==> src/pkg/port_six_pkg.sv <==
// Constants, field positions and reset values shared by the port six files
// Operation
// - Eight-bit write-only direction register, one bit per pin
// - Direction bits 7-3 reserved; bit 7 fixed one
// - Direction register always reads back all ones
// - General pins 2-0: direction one drives, zero inputs
// - Reset, hardware standby load direction with 80
// - Software standby keeps general outputs driving
// - Pin 7 outputs clock unless clock stop set
// - Data register value drives general output pins 2-0; pin 7 drives the clock
// - Data bit 7 unwritable; reads one or pin
// - Data bits 6-3 storage; read depends on direction
// - Data bits 2-0 read pin or stored value
// - Reset, hardware standby load data with 80
// - Bus release makes pins 2,1 acknowledge, request
// - Wait enable makes pin 0 the wait input
package port_six_pkg;
  // Register bus address width, wide enough for index times four
  localparam int ADDR_W = 24;
  // Printed offsets are register indices; byte address is four times that
  localparam logic [ADDR_W-1:0] PORT_SIX_DIRECTION_INDEX = 24'h0ee005;
  localparam logic [ADDR_W-1:0] PORT_SIX_OUTPUT_DATA_INDEX = 24'h0fffd5;
  localparam logic [ADDR_W-1:0] PIN_FUNCTION_CONTROL_INDEX = 24'h0ee010;
  localparam logic [ADDR_W-1:0] PORT_SIX_DIRECTION_ADDR = {PORT_SIX_DIRECTION_INDEX[ADDR_W-3:0], 2'b00};
  localparam logic [ADDR_W-1:0] PORT_SIX_OUTPUT_DATA_ADDR = {PORT_SIX_OUTPUT_DATA_INDEX[ADDR_W-3:0], 2'b00};
  localparam logic [ADDR_W-1:0] PIN_FUNCTION_CONTROL_ADDR = {PIN_FUNCTION_CONTROL_INDEX[ADDR_W-3:0], 2'b00};
  // Reset values
  localparam logic [7:0] DIRECTION_RESET = 8'h80;
  localparam logic [7:0] OUTPUT_DATA_RESET = 8'h80;
  localparam logic [2:0] CONTROL_RESET = 3'h0;
  // Fixed and read-back patterns
  localparam logic [7:0] DIRECTION_FIXED_MASK = 8'h80;
  localparam logic [7:0] DIRECTION_READ_VALUE = 8'hff;
  localparam logic [7:0] DATA_WRITE_MASK = 8'h7f;
  localparam logic UNDEFINED_READ_BIT = 1'b0;
  // Pin positions
  localparam int PIN_SEVEN = 7;
  localparam int PIN_ACK = 2;
  localparam int PIN_REQUEST = 1;
  localparam int PIN_WAIT = 0;
  localparam int STORAGE_LO = 3;
  localparam int STORAGE_HI = 6;
  // Pin function control register fields
  localparam int CTL_CLOCK_OUTPUT_STOP = 0;
  localparam int CTL_BUS_RELEASE_ENABLE = 1;
  localparam int CTL_WAIT_PIN_ENABLE = 2;
endpackage : port_six_pkg

==> src/pkg/port_six_mux_if.sv <==
// Carrier between the register core and the pin function multiplexer
`timescale 1ns/1ps
interface port_six_mux_if;
  logic [7:0] direction; // Direction register contents
  logic [7:0] output_data; // Data register contents
  logic [7:0] pin_level; // Sampled pin levels
  logic clock_output_stop; // Pin 7 is an input when high
  logic bus_release_enable; // Pins 2 and 1 belong to bus release
  logic wait_pin_enable; // Pin 0 belongs to the wait function
  logic sys_clock; // Clock phase to show on pin 7
  logic bus_grant_ack_n; // Acknowledge level to drive on pin 2
  logic hw_standby; // Hardware standby turns all drivers off
  logic [7:0] out_next; // Pin drive values
  logic [7:0] oe_next; // Pin drive enables
  logic [7:0] read_value; // Data register read image
  logic request_next; // Bus request level toward the controller
  logic wait_next; // Wait level toward the controller
  // Register side
  modport core (
    output direction, output_data, pin_level, clock_output_stop, bus_release_enable, wait_pin_enable,
    output sys_clock, bus_grant_ack_n, hw_standby,
    input out_next, oe_next, read_value, request_next, wait_next
  );
  // Multiplexer side
  modport mux (
    input direction, output_data, pin_level, clock_output_stop, bus_release_enable, wait_pin_enable,
    input sys_clock, bus_grant_ack_n, hw_standby,
    output out_next, oe_next, read_value, request_next, wait_next
  );
endinterface : port_six_mux_if

==> src/rtl/port_six_gpio_mux.sv <==
// Port six general I/O block with APB register access and shared pin functions
//
// Decided for this implementation: register access over APB.
`timescale 1ns/1ps
module port_six_gpio_mux #(
  parameter int PORT_W = 8 // Port width; the pin map is fixed at eight
) (
  input wire logic clk,
  input wire logic rst_b,
  input wire logic ce,
  input wire logic psel,
  input wire logic penable,
  input wire logic pwrite,
  input wire logic [port_six_pkg::ADDR_W-1:0] paddr,
  input wire logic [31:0] pwdata,
  input wire logic [3:0] pstrb,
  output logic [31:0] prdata,
  output logic pready,
  output logic pslverr,
  input wire logic hw_standby,
  input wire logic sys_clock_phase,
  input wire logic bus_grant_ack_n,
  input wire logic [7:0] pin_in,
  output logic [7:0] pin_out,
  output logic [7:0] pin_oe,
  output logic bus_request_in_n,
  output logic wait_in_n
);
  import port_six_pkg::*;

  // The pin map below is written for exactly eight bits
  if (PORT_W != 8) begin : g_width_check
    $error("port_six_gpio_mux supports only PORT_W of 8");
  end

  // All block state except the two reset release flops in one record
  typedef struct packed {
    logic [7:0] direction; // Direction register
    logic [7:0] output_data; // Data register
    logic [2:0] control; // Pin function control bits
    logic [7:0] pin_out; // Registered pin drive values
    logic [7:0] pin_oe; // Registered pin drive enables
    logic bus_request; // Registered request toward the controller
    logic wait_req; // Registered wait toward the controller
    logic [31:0] prdata; // Read data held for the access phase
    logic pready; // Access phase ready
    logic pslverr; // Access phase error
  } core_s;

  // Two-stage reset release
  logic rst_sync1_reg;
  logic rst_sync2_reg;
  // Registered state and its next value
  core_s state_reg;
  core_s state_next;
  // Decode helpers
  logic setup_phase;
  logic access_done;
  logic hit_direction;
  logic hit_data;
  logic hit_control;
  logic hit_any;
  logic lane0_write;

  // Link to the pin multiplexer
  port_six_mux_if mux_bus ();

  // Reset release: assert at once, release after two clean edges
  always_ff @(posedge clk or negedge rst_b) begin
    if (!rst_b) begin
      rst_sync1_reg <= 1'b0;
      rst_sync2_reg <= 1'b0;
    end else if (ce) begin
      rst_sync1_reg <= 1'b1;
      rst_sync2_reg <= rst_sync1_reg;
    end
  end

  // Feed the multiplexer from stored registers and the sampled pins
  assign mux_bus.direction = state_reg.direction;
  assign mux_bus.output_data = state_reg.output_data;
  assign mux_bus.pin_level = pin_in;
  assign mux_bus.clock_output_stop = state_reg.control[CTL_CLOCK_OUTPUT_STOP];
  assign mux_bus.bus_release_enable = state_reg.control[CTL_BUS_RELEASE_ENABLE];
  assign mux_bus.wait_pin_enable = state_reg.control[CTL_WAIT_PIN_ENABLE];
  assign mux_bus.sys_clock = sys_clock_phase;
  assign mux_bus.bus_grant_ack_n = bus_grant_ack_n;
  assign mux_bus.hw_standby = hw_standby;

  // Pin function selection and read image
  port_six_pin_mux u_pin_mux (
    .m (mux_bus.mux)
  );

  // Address decode over the full byte address; low two bits must be zero
  always_comb begin
    hit_direction = (paddr == PORT_SIX_DIRECTION_ADDR);
    hit_data = (paddr == PORT_SIX_OUTPUT_DATA_ADDR);
    hit_control = (paddr == PIN_FUNCTION_CONTROL_ADDR);
    hit_any = hit_direction | hit_data | hit_control;
    // Only the low byte lane carries register data
    lane0_write = pwrite & pstrb[0];
  end

  // Bus phases: ready is raised at the edge ending the setup cycle for a zero-wait access
  always_comb begin
    setup_phase = psel & ~penable;
    access_done = psel & penable & state_reg.pready;
  end

  // Next state of the whole block
  always_comb begin
    state_next = state_reg;

    // Answer: ready stands for exactly the first access cycle
    state_next.pready = setup_phase;
    if (setup_phase) begin
      // Unmapped addresses answer with an error and zero data
      state_next.pslverr = ~hit_any;
      state_next.prdata = 32'h0000_0000;
      if (!pwrite) begin
        if (hit_direction) begin
          // Write-only register gives no view of its contents
          state_next.prdata = {24'h00_0000, DIRECTION_READ_VALUE};
        end else if (hit_data) begin
          // Mixed image: pins, stored bits or fixed values per bit
          state_next.prdata = {24'h00_0000, mux_bus.read_value};
        end else if (hit_control) begin
          state_next.prdata = {29'h0000_0000, state_reg.control};
        end
      end
    end else if (access_done) begin
      // Hold nothing past the access
      state_next.pslverr = 1'b0;
      state_next.prdata = 32'h0000_0000;
    end

    // Writes land only at the completing access edge
    if (access_done && lane0_write) begin
      if (hit_direction) begin
        // Bit 7 stays one whatever is written; 6-3 are kept as storage
        state_next.direction = pwdata[7:0] | DIRECTION_FIXED_MASK;
      end
      if (hit_data) begin
        // Bit 7 cannot be written and keeps its reset one
        state_next.output_data = (pwdata[7:0] & DATA_WRITE_MASK) | (state_reg.output_data & ~DATA_WRITE_MASK);
      end
      if (hit_control) begin
        state_next.control = pwdata[2:0];
      end
    end

    // Hardware standby reinitialises the registers like a reset
    if (hw_standby) begin
      state_next.direction = DIRECTION_RESET;
      state_next.output_data = OUTPUT_DATA_RESET;
      state_next.control = CONTROL_RESET;
    end

    // Pins follow the multiplexer; nothing here depends on software
    // standby, so enabled outputs keep their levels through it
    state_next.pin_out = mux_bus.out_next;
    state_next.pin_oe = mux_bus.oe_next;
    state_next.bus_request = mux_bus.request_next;
    state_next.wait_req = mux_bus.wait_next;
  end

  // State register; the clock enable freezes everything
  always_ff @(posedge clk or negedge rst_sync2_reg) begin
    if (!rst_sync2_reg) begin
      state_reg.direction <= DIRECTION_RESET;
      state_reg.output_data <= OUTPUT_DATA_RESET;
      state_reg.control <= CONTROL_RESET;
      state_reg.pin_out <= 8'h00;
      state_reg.pin_oe <= 8'h00;
      state_reg.bus_request <= 1'b1;
      state_reg.wait_req <= 1'b1;
      state_reg.prdata <= 32'h0000_0000;
      state_reg.pready <= 1'b0;
      state_reg.pslverr <= 1'b0;
    end else if (ce) begin
      state_reg <= state_next;
    end
  end

  // Outputs straight from the state register
  assign prdata = state_reg.prdata;
  assign pready = state_reg.pready;
  assign pslverr = state_reg.pslverr;
  assign pin_out = state_reg.pin_out;
  assign pin_oe = state_reg.pin_oe;
  assign bus_request_in_n = state_reg.bus_request;
  assign wait_in_n = state_reg.wait_req;
endmodule : port_six_gpio_mux

==> src/rtl/port_six_pin_mux.sv <==
// Pin function selection and data register read image for port six
`timescale 1ns/1ps
module port_six_pin_mux (
  port_six_mux_if.mux m
);
  import port_six_pkg::*;

  // Per-bit general image before alternate functions are laid over it
  logic [7:0] gen_oe;
  logic [7:0] gen_read;

  // One general I/O slice per pin bit
  genvar b;
  generate
    for (b = 0; b < 8; b++) begin : g_bit
      if (b == PIN_SEVEN) begin : g_clk
        // Unwritable bit: one while the clock is out, pin level otherwise
        assign gen_read[b] = m.clock_output_stop ? m.pin_level[b] : 1'b1;
        assign gen_oe[b] = 1'b0;
      end else if (b >= STORAGE_LO) begin : g_store
        // Storage only, never reaches a pin
        assign gen_read[b] = m.direction[b] ? m.output_data[b] : UNDEFINED_READ_BIT;
        assign gen_oe[b] = 1'b0;
      end else begin : g_gpio
        // Real pin: stored value when output, pin level when input
        assign gen_read[b] = m.direction[b] ? m.output_data[b] : m.pin_level[b];
        assign gen_oe[b] = m.direction[b];
      end
    end
  endgenerate

  assign m.read_value = gen_read;

  // Drive values and enables, alternate functions take priority
  always_comb begin
    m.out_next = 8'h00;
    m.oe_next = 8'h00;
    // General pins drive the stored data where enabled
    m.out_next[PIN_ACK] = m.output_data[PIN_ACK];
    m.out_next[PIN_REQUEST] = m.output_data[PIN_REQUEST];
    m.out_next[PIN_WAIT] = m.output_data[PIN_WAIT];
    m.oe_next[PIN_ACK] = gen_oe[PIN_ACK];
    m.oe_next[PIN_REQUEST] = gen_oe[PIN_REQUEST];
    m.oe_next[PIN_WAIT] = gen_oe[PIN_WAIT];
    // Clock output unless stopped
    if (!m.clock_output_stop) begin
      m.out_next[PIN_SEVEN] = m.sys_clock;
      m.oe_next[PIN_SEVEN] = 1'b1;
    end
    // Bus release: pin 2 acknowledge out, pin 1 request in
    if (m.bus_release_enable) begin
      m.out_next[PIN_ACK] = m.bus_grant_ack_n;
      m.oe_next[PIN_ACK] = 1'b1;
      m.out_next[PIN_REQUEST] = 1'b0;
      m.oe_next[PIN_REQUEST] = 1'b0;
    end
    // Wait input owns pin 0; a stray direction bit cannot fight it
    if (m.wait_pin_enable) begin
      m.out_next[PIN_WAIT] = 1'b0;
      m.oe_next[PIN_WAIT] = 1'b0;
    end
    // Hardware standby floats every driver
    if (m.hw_standby) begin
      m.oe_next = 8'h00;
    end
  end

  // Alternate inputs, inactive high when their function is off
  always_comb begin
    m.request_next = m.bus_release_enable ? m.pin_level[PIN_REQUEST] : 1'b1;
    m.wait_next = m.wait_pin_enable ? m.pin_level[PIN_WAIT] : 1'b1;
  end
endmodule : port_six_pin_mux
==> config.mk <==
export PLATFORM = sky130hd
export DESIGN_NAME = port_six_gpio_mux
export DESIGN_NICKNAME = d
export VERILOG_FILES = /design/src/pkg/port_six_pkg.sv /design/src/pkg/port_six_mux_if.sv /design/src/rtl/port_six_gpio_mux.sv /design/src/rtl/port_six_pin_mux.sv
export SDC_FILE = /design/constraint.sdc
export NUM_CORES = 1
export LEC_CHECK = 0
export ABC_AREA = 1
export BUFFER_PORTS_ARGS = -buffer_cell sky130_fd_sc_hd__buf_4
export CAP_MARGIN = 30
export CELL_PAD_IN_SITES_DETAIL_PLACEMENT = 1
export CELL_PAD_IN_SITES_GLOBAL_PLACEMENT = 1
export CORE_UTILIZATION = 27
export CTS_CLUSTER_DIAMETER = 80
export DETAILED_ROUTE_END_ITERATION = 10
export GPL_ROUTABILITY_DRIVEN = 0
export MAX_ROUTING_LAYER = met4
export PLACE_DENSITY_LB_ADDON = 0.1
export SYNTH_ARGS = -nofsm -noshare
export SYNTH_HDL_FRONTEND = slang
export SYNTH_SLANG_ARGS = --single-unit
==> constraint.sdc <==
create_clock -name clk -period 1.2 [get_ports clk]
set_input_delay 0.06 -clock clk [delete_from_list [all_inputs] [get_ports clk]]
set_output_delay 0.06 -clock clk [all_outputs]
set_load 0.02 [all_outputs]
* Word level (Yosys, flattened, before mapping)
Cells that the tools add are included.
Widths: inputs -> output; s select.
** Storage, ports and cells
- Bits in registers :: 68
- Input port bits :: 77
- Logic and storage cells :: 64
** Cells by class
- Equal/unequal tests :: 3
- Multiplexer cells :: 30
- Bitwise operators :: 9
- Reduce and logical (&&, ||, !) cells :: 10
** Operators with widths (number)
- $mux 32 :: 3
- $eq 24x22->1 const B :: 3
- $mux 18 :: 2
- $mux 8 :: 4
- $mux 1 :: 16
- $reduce_bool 2->1 :: 5
- $reduce_and 3->1 :: 3
- $or 7x8->8 :: 1
- $mux 7 :: 1
- $mux 3 :: 2
- $and 1x1->1 :: 4
- $mux 2 :: 2
- $not 1->1 :: 2
- $or 1x1->1 :: 2
- $reduce_and 2->1 :: 1
- $logic_and 1x1->1 :: 1

* Depth between registers and ports, before layout
- Word-level depth :: 6
- Gate-level depth with buffers :: 10
- Mapped depth without buffers :: 10

* Hierarchy
Synthesis repeated with hierarchy kept, for this count alone.
** Unflattened totals
- Cell total of the unflattened synthesis :: 335
- Area, all modules :: 2727.6 um^2
** By module, submodules not included
- port_six_gpio_mux :: times used 1, cells each 284, area an instance 2501.1 um^2, sequential area each 1204.9 um^2
- port_six_pin_mux :: times used 1, cells each 51, area an instance 226.5 um^2, sequential area each 0.0 um^2

* Worst setup path before layout
OpenSTA, ideal clock, no wires.
- Path kind :: register to register
- Start point :: register rst_sync2_reg (netlist name)
- End point :: register rst_sync2_reg
- Setup time :: 0.068 ns
- Arrival time :: 1.289 ns
- Data required time :: 1.132 ns
- Slack :: -0.157 ns
- Stages on the path, launching flop included :: 3
- Clock period less this slack :: 1.357 ns
- Path through :: dfrtp_1 -> nand2_1 -> nand2_1
** RTL lines
- end signal: assignment :: line port_six_gpio_mux.sv:75 : rst_sync2_reg <= rst_sync1_reg;
- end: declaration :: line port_six_gpio_mux.sv:52 : logic rst_sync2_reg;

* Worst setup path in the final report
- Start point :: register pready (netlist name)
- End point :: register mux_bus.output_data[5] (netlist name)
** Between the ends
- Cells in the longest elaborated chain, start to end :: 4
** Ends and longest elaborated chain
- $and 1x1->1 :: line port_six_gpio_mux.sv:108 : access_done = psel & penable & state_reg.pready;
- $logic_and 1x1->1 :: line port_six_gpio_mux.sv:139 : if (access_done && lane0_write) begin
- $reduce_bool 2->1 (no line)
- $reduce_and 3->1 (no line)
No other way between the ends.
A chain may end at the register's enable or synchronous reset.

==> metrics.md <==
| Metric | Value |
|---|---|
| Multi-input logic area | 1052 sq um |
| Row cnt | 33 |
| Crit path launch type | flop |
| Total GRT Usage | 0.1508 |
| Syn Area/Cell | 7.458 sq um |
| DP HPWL | 4800 um |
| Most common cell after layout, fill and taps aside | nand2_1 |
| Final Hold Fails | 0 |
| XOR/XNOR Fraction of Synth Area | 0 |
| Max-cap violations | 0 |
| GRT overflow | 0 |
| Final max-slew violation count | 0 |
| CP Capture Type | flop |
| Register bit count reported by yosys | 39 |
| H-tree depth | 2 |
| Num CTS Buffers | 5 |
| Post-route DRC | 0 |
| CTS tree | built |
| Multiplexer share of the synthesized area | 0 |
| Register area share after synthesis | 0.4316 |
| Leakage | 0.001672 uW |
| Mapped cell area | 2267 sq um |
| Drt total wl | 6070 um |
| P&R area growth vs syn | 33.39% |
| Synth Area in Simple Gates | 0.3604 |
| Die Wd | 93.64 um |
| Crit-path leading delay family | flip-flops |
| Fraction of the cycle the final worst path needs | 0.9685 |
| Cell variety after synth | 23 |
| Mapped Cells | 304 |
| Yosys warnings | 0 |
| Initial Utilization | 0.2773 |
| Skew final | 4.934 ps |
| Post-synthesis compound-gate area fraction | 0.04691 |
| Largest family of logic cells by synthesized area | simple AND/OR/NAND/NOR gates |
| DRT iter0 DRCs | 69 |
| Outcome | finished, final reports clean |
| Post-CTS setup buffer count | 0 |
| CTS Sinks | 39 |
| Power Total | 3111 uW |
| DR vias/cell | 4.214 |
| Most flop-heavy register | prdata |
| Biggest regs | prdata x8, mux_bus.direction x7, mux_bus.output_data x7 |
| Unrepaired setup endpoints after global routing | true |
| Worst path most repeated cell | nand2_1 |
| Nets | 467 |
| Period minus WS final | 1162 ps |
| Layout cell share with drive strength beyond 1 | 0.2864 |
| PortBufs | 64 |
| Crit path cell chain | nand4_1 -> o22ai_2 -> buf_12 -> nand2_4 -> nand2_1 -> nand2_1 |
| Clock tree buffer depth | 2 |
| Post-DRT Antenna Nets | 0 |
| Iteration count of the initial detailed-routing pass | 4 |
| Crit-path slowest cell | dfrtp_2 |
| Largest net degree at the start of global routing | 38 |
| Root Driver | clkbuf_8 |
| Most frequent cells in the layout | 107 x nand2_1, 80 x buf_4, 35 x dfrtp_1 |
| CP max stage delay | 370 ps |
| Fmax | 860.4 MHz |
| Filler Cells Inserted | 1071 |
| CORE AREA | 8175 sq um |
| Hold Crit Class | in2reg |
| Clock-pin slew on the worst setup and hold paths | 80 ps |
| Antenna violations before repair | 0 |
| First-pass GRT wire length | 10030 um |
| Pwr Density | 1029 nW/um^2 |
| Peak supply drop | 408.9 uV |
| Critical path class | reg2reg |
| Worst Path Required | 1380 ps |
| Wire per inst | 12.24 um |
| # diodes | 0 |
| Critical path arrival | 1340 ps |
| Die height | 93.64 um |
| Clock latency on the worst-skew pair | 280 ps |
| Io pins | 129 |
| WP buf/inv | 1 |
| Final setup fails | 0 |
| Hold slack | 24.78 ps |
| Vias | 2090 |
| Post-Synth Adder-Cell Area | 0 |
| Vias in the first global route | 2070 |
| CP max FO | 20 |
| Register area | 980.9 sq um |
| Number of flip-flops under the largest register name | 8 |
| Die area | 8768 sq um |
==> worst paths after layout <==
path	from	end	slack, ps	depth (start not counted)
max	pready	mux_bus.output_data[5]	40	6
min	pin_in[0]	wait_in_n	20	3
max reg2reg	pready	mux_bus.output_data[5]	40	6
min reg2reg	rst_sync2_reg	pin_out[2]	340	1
max in group asynchronous	rst_sync2_reg	pready	500	1
min in group asynchronous	rst_b	rst_sync2_reg	90	2
==> where the power goes <==
| part | total, uW | internal (uW) | switching, uW |
|---|---|---|---|
| clock network | 851 | 408 | 442 |
| registers | 1540 | 1440 | 93.2 |
| logic | 724 | 289 | 435 |
==> routing by layer <==
metal	GRT usage	share of wire	routed length, um	vias up
met5	-	0	0	-
met3	0.02439	0.043	259	2
li1	-	-	-	1061
met1	0.1939	0.47	2826	970
met4	0.03077	0.0030	18	0
met2	0.2512	0.49	2966	57
==> cell usage after synthesis <==
cell type	number	area [sq um]
nor2_2	4	25.02
nand3_1	33	165.2
dfstp_2	2	52.55
buf_4	33	247.7
nand4_1	4	25.02
a31oi_2	1	12.51
dfrtp_1	37	925.9
inv_1	24	90.09
or2_2	1	6.260
o21ai_0	16	80.08
conb_1	1	3.750
nand3b_1	1	7.510
nand2_1	108	405.4
nand3b_4	1	20.02
inv_2	2	7.510
nand2_4	4	45.04
o31ai_1	1	7.510
nor2_4	2	22.52
o22ai_1	1	6.260
clkbuf_1	3	11.26
nor2_1	22	82.58
nand2_2	2	12.51
buf_2	1	5.000
==> cell type report <==
class	instances	share of cell area
multi-input combinational	233	0.3480
sequential	39	0.3244
timing repair buffer	85	0.2251
tap	105	0.04344
inverter	26	0.03227
clock buffer	7	0.02524
clock inverter	1	0.001655
==> stage by stage <==
stage | setup WS [ps] | area [sq um] | setup TNS [ps] | cells | util
after floorplan | 45.40 | 2386 | 0 | 335 | -
after global placement | -55.43 | 2914 | -348.3 | 486 | 0.3564
after detailed placement | -81.43 | 2914 | -510.5 | 486 | 0.3564
after CTS | 30.75 | 3022 | 0 | 496 | 0.3696
after global routing | -20.73 | 3024 | -79.75 | 496 | 0.3699
final | 37.79 | 3024 | 0 | 496 | 0.3699
==> cell families (layout without fill, tap and decap cells) <==
| kind of cell | after synthesis | after routing |
|---|---|---|
| other | 1 | 32 |
| AND/OR/NAND/NOR | 182 | 182 |
| flip-flops | 39 | 39 |
| AO/OA/AOI/OAI | 19 | 19 |
| buffers and inverters | 63 | 119 |
==> worst min-delay path, stage by stage <==
cell,delay (ps)
buf_4,90
o21ai_0,70
nand2_1,60
==> timing repair <==
item,4_1_cts,5_1_grt
endpoints found under the setup margin,17,14
resized for setup,1,2
hold buffers,2,0
hold endpoints to repair,3,0
Power figures use the tool's default switching activity.
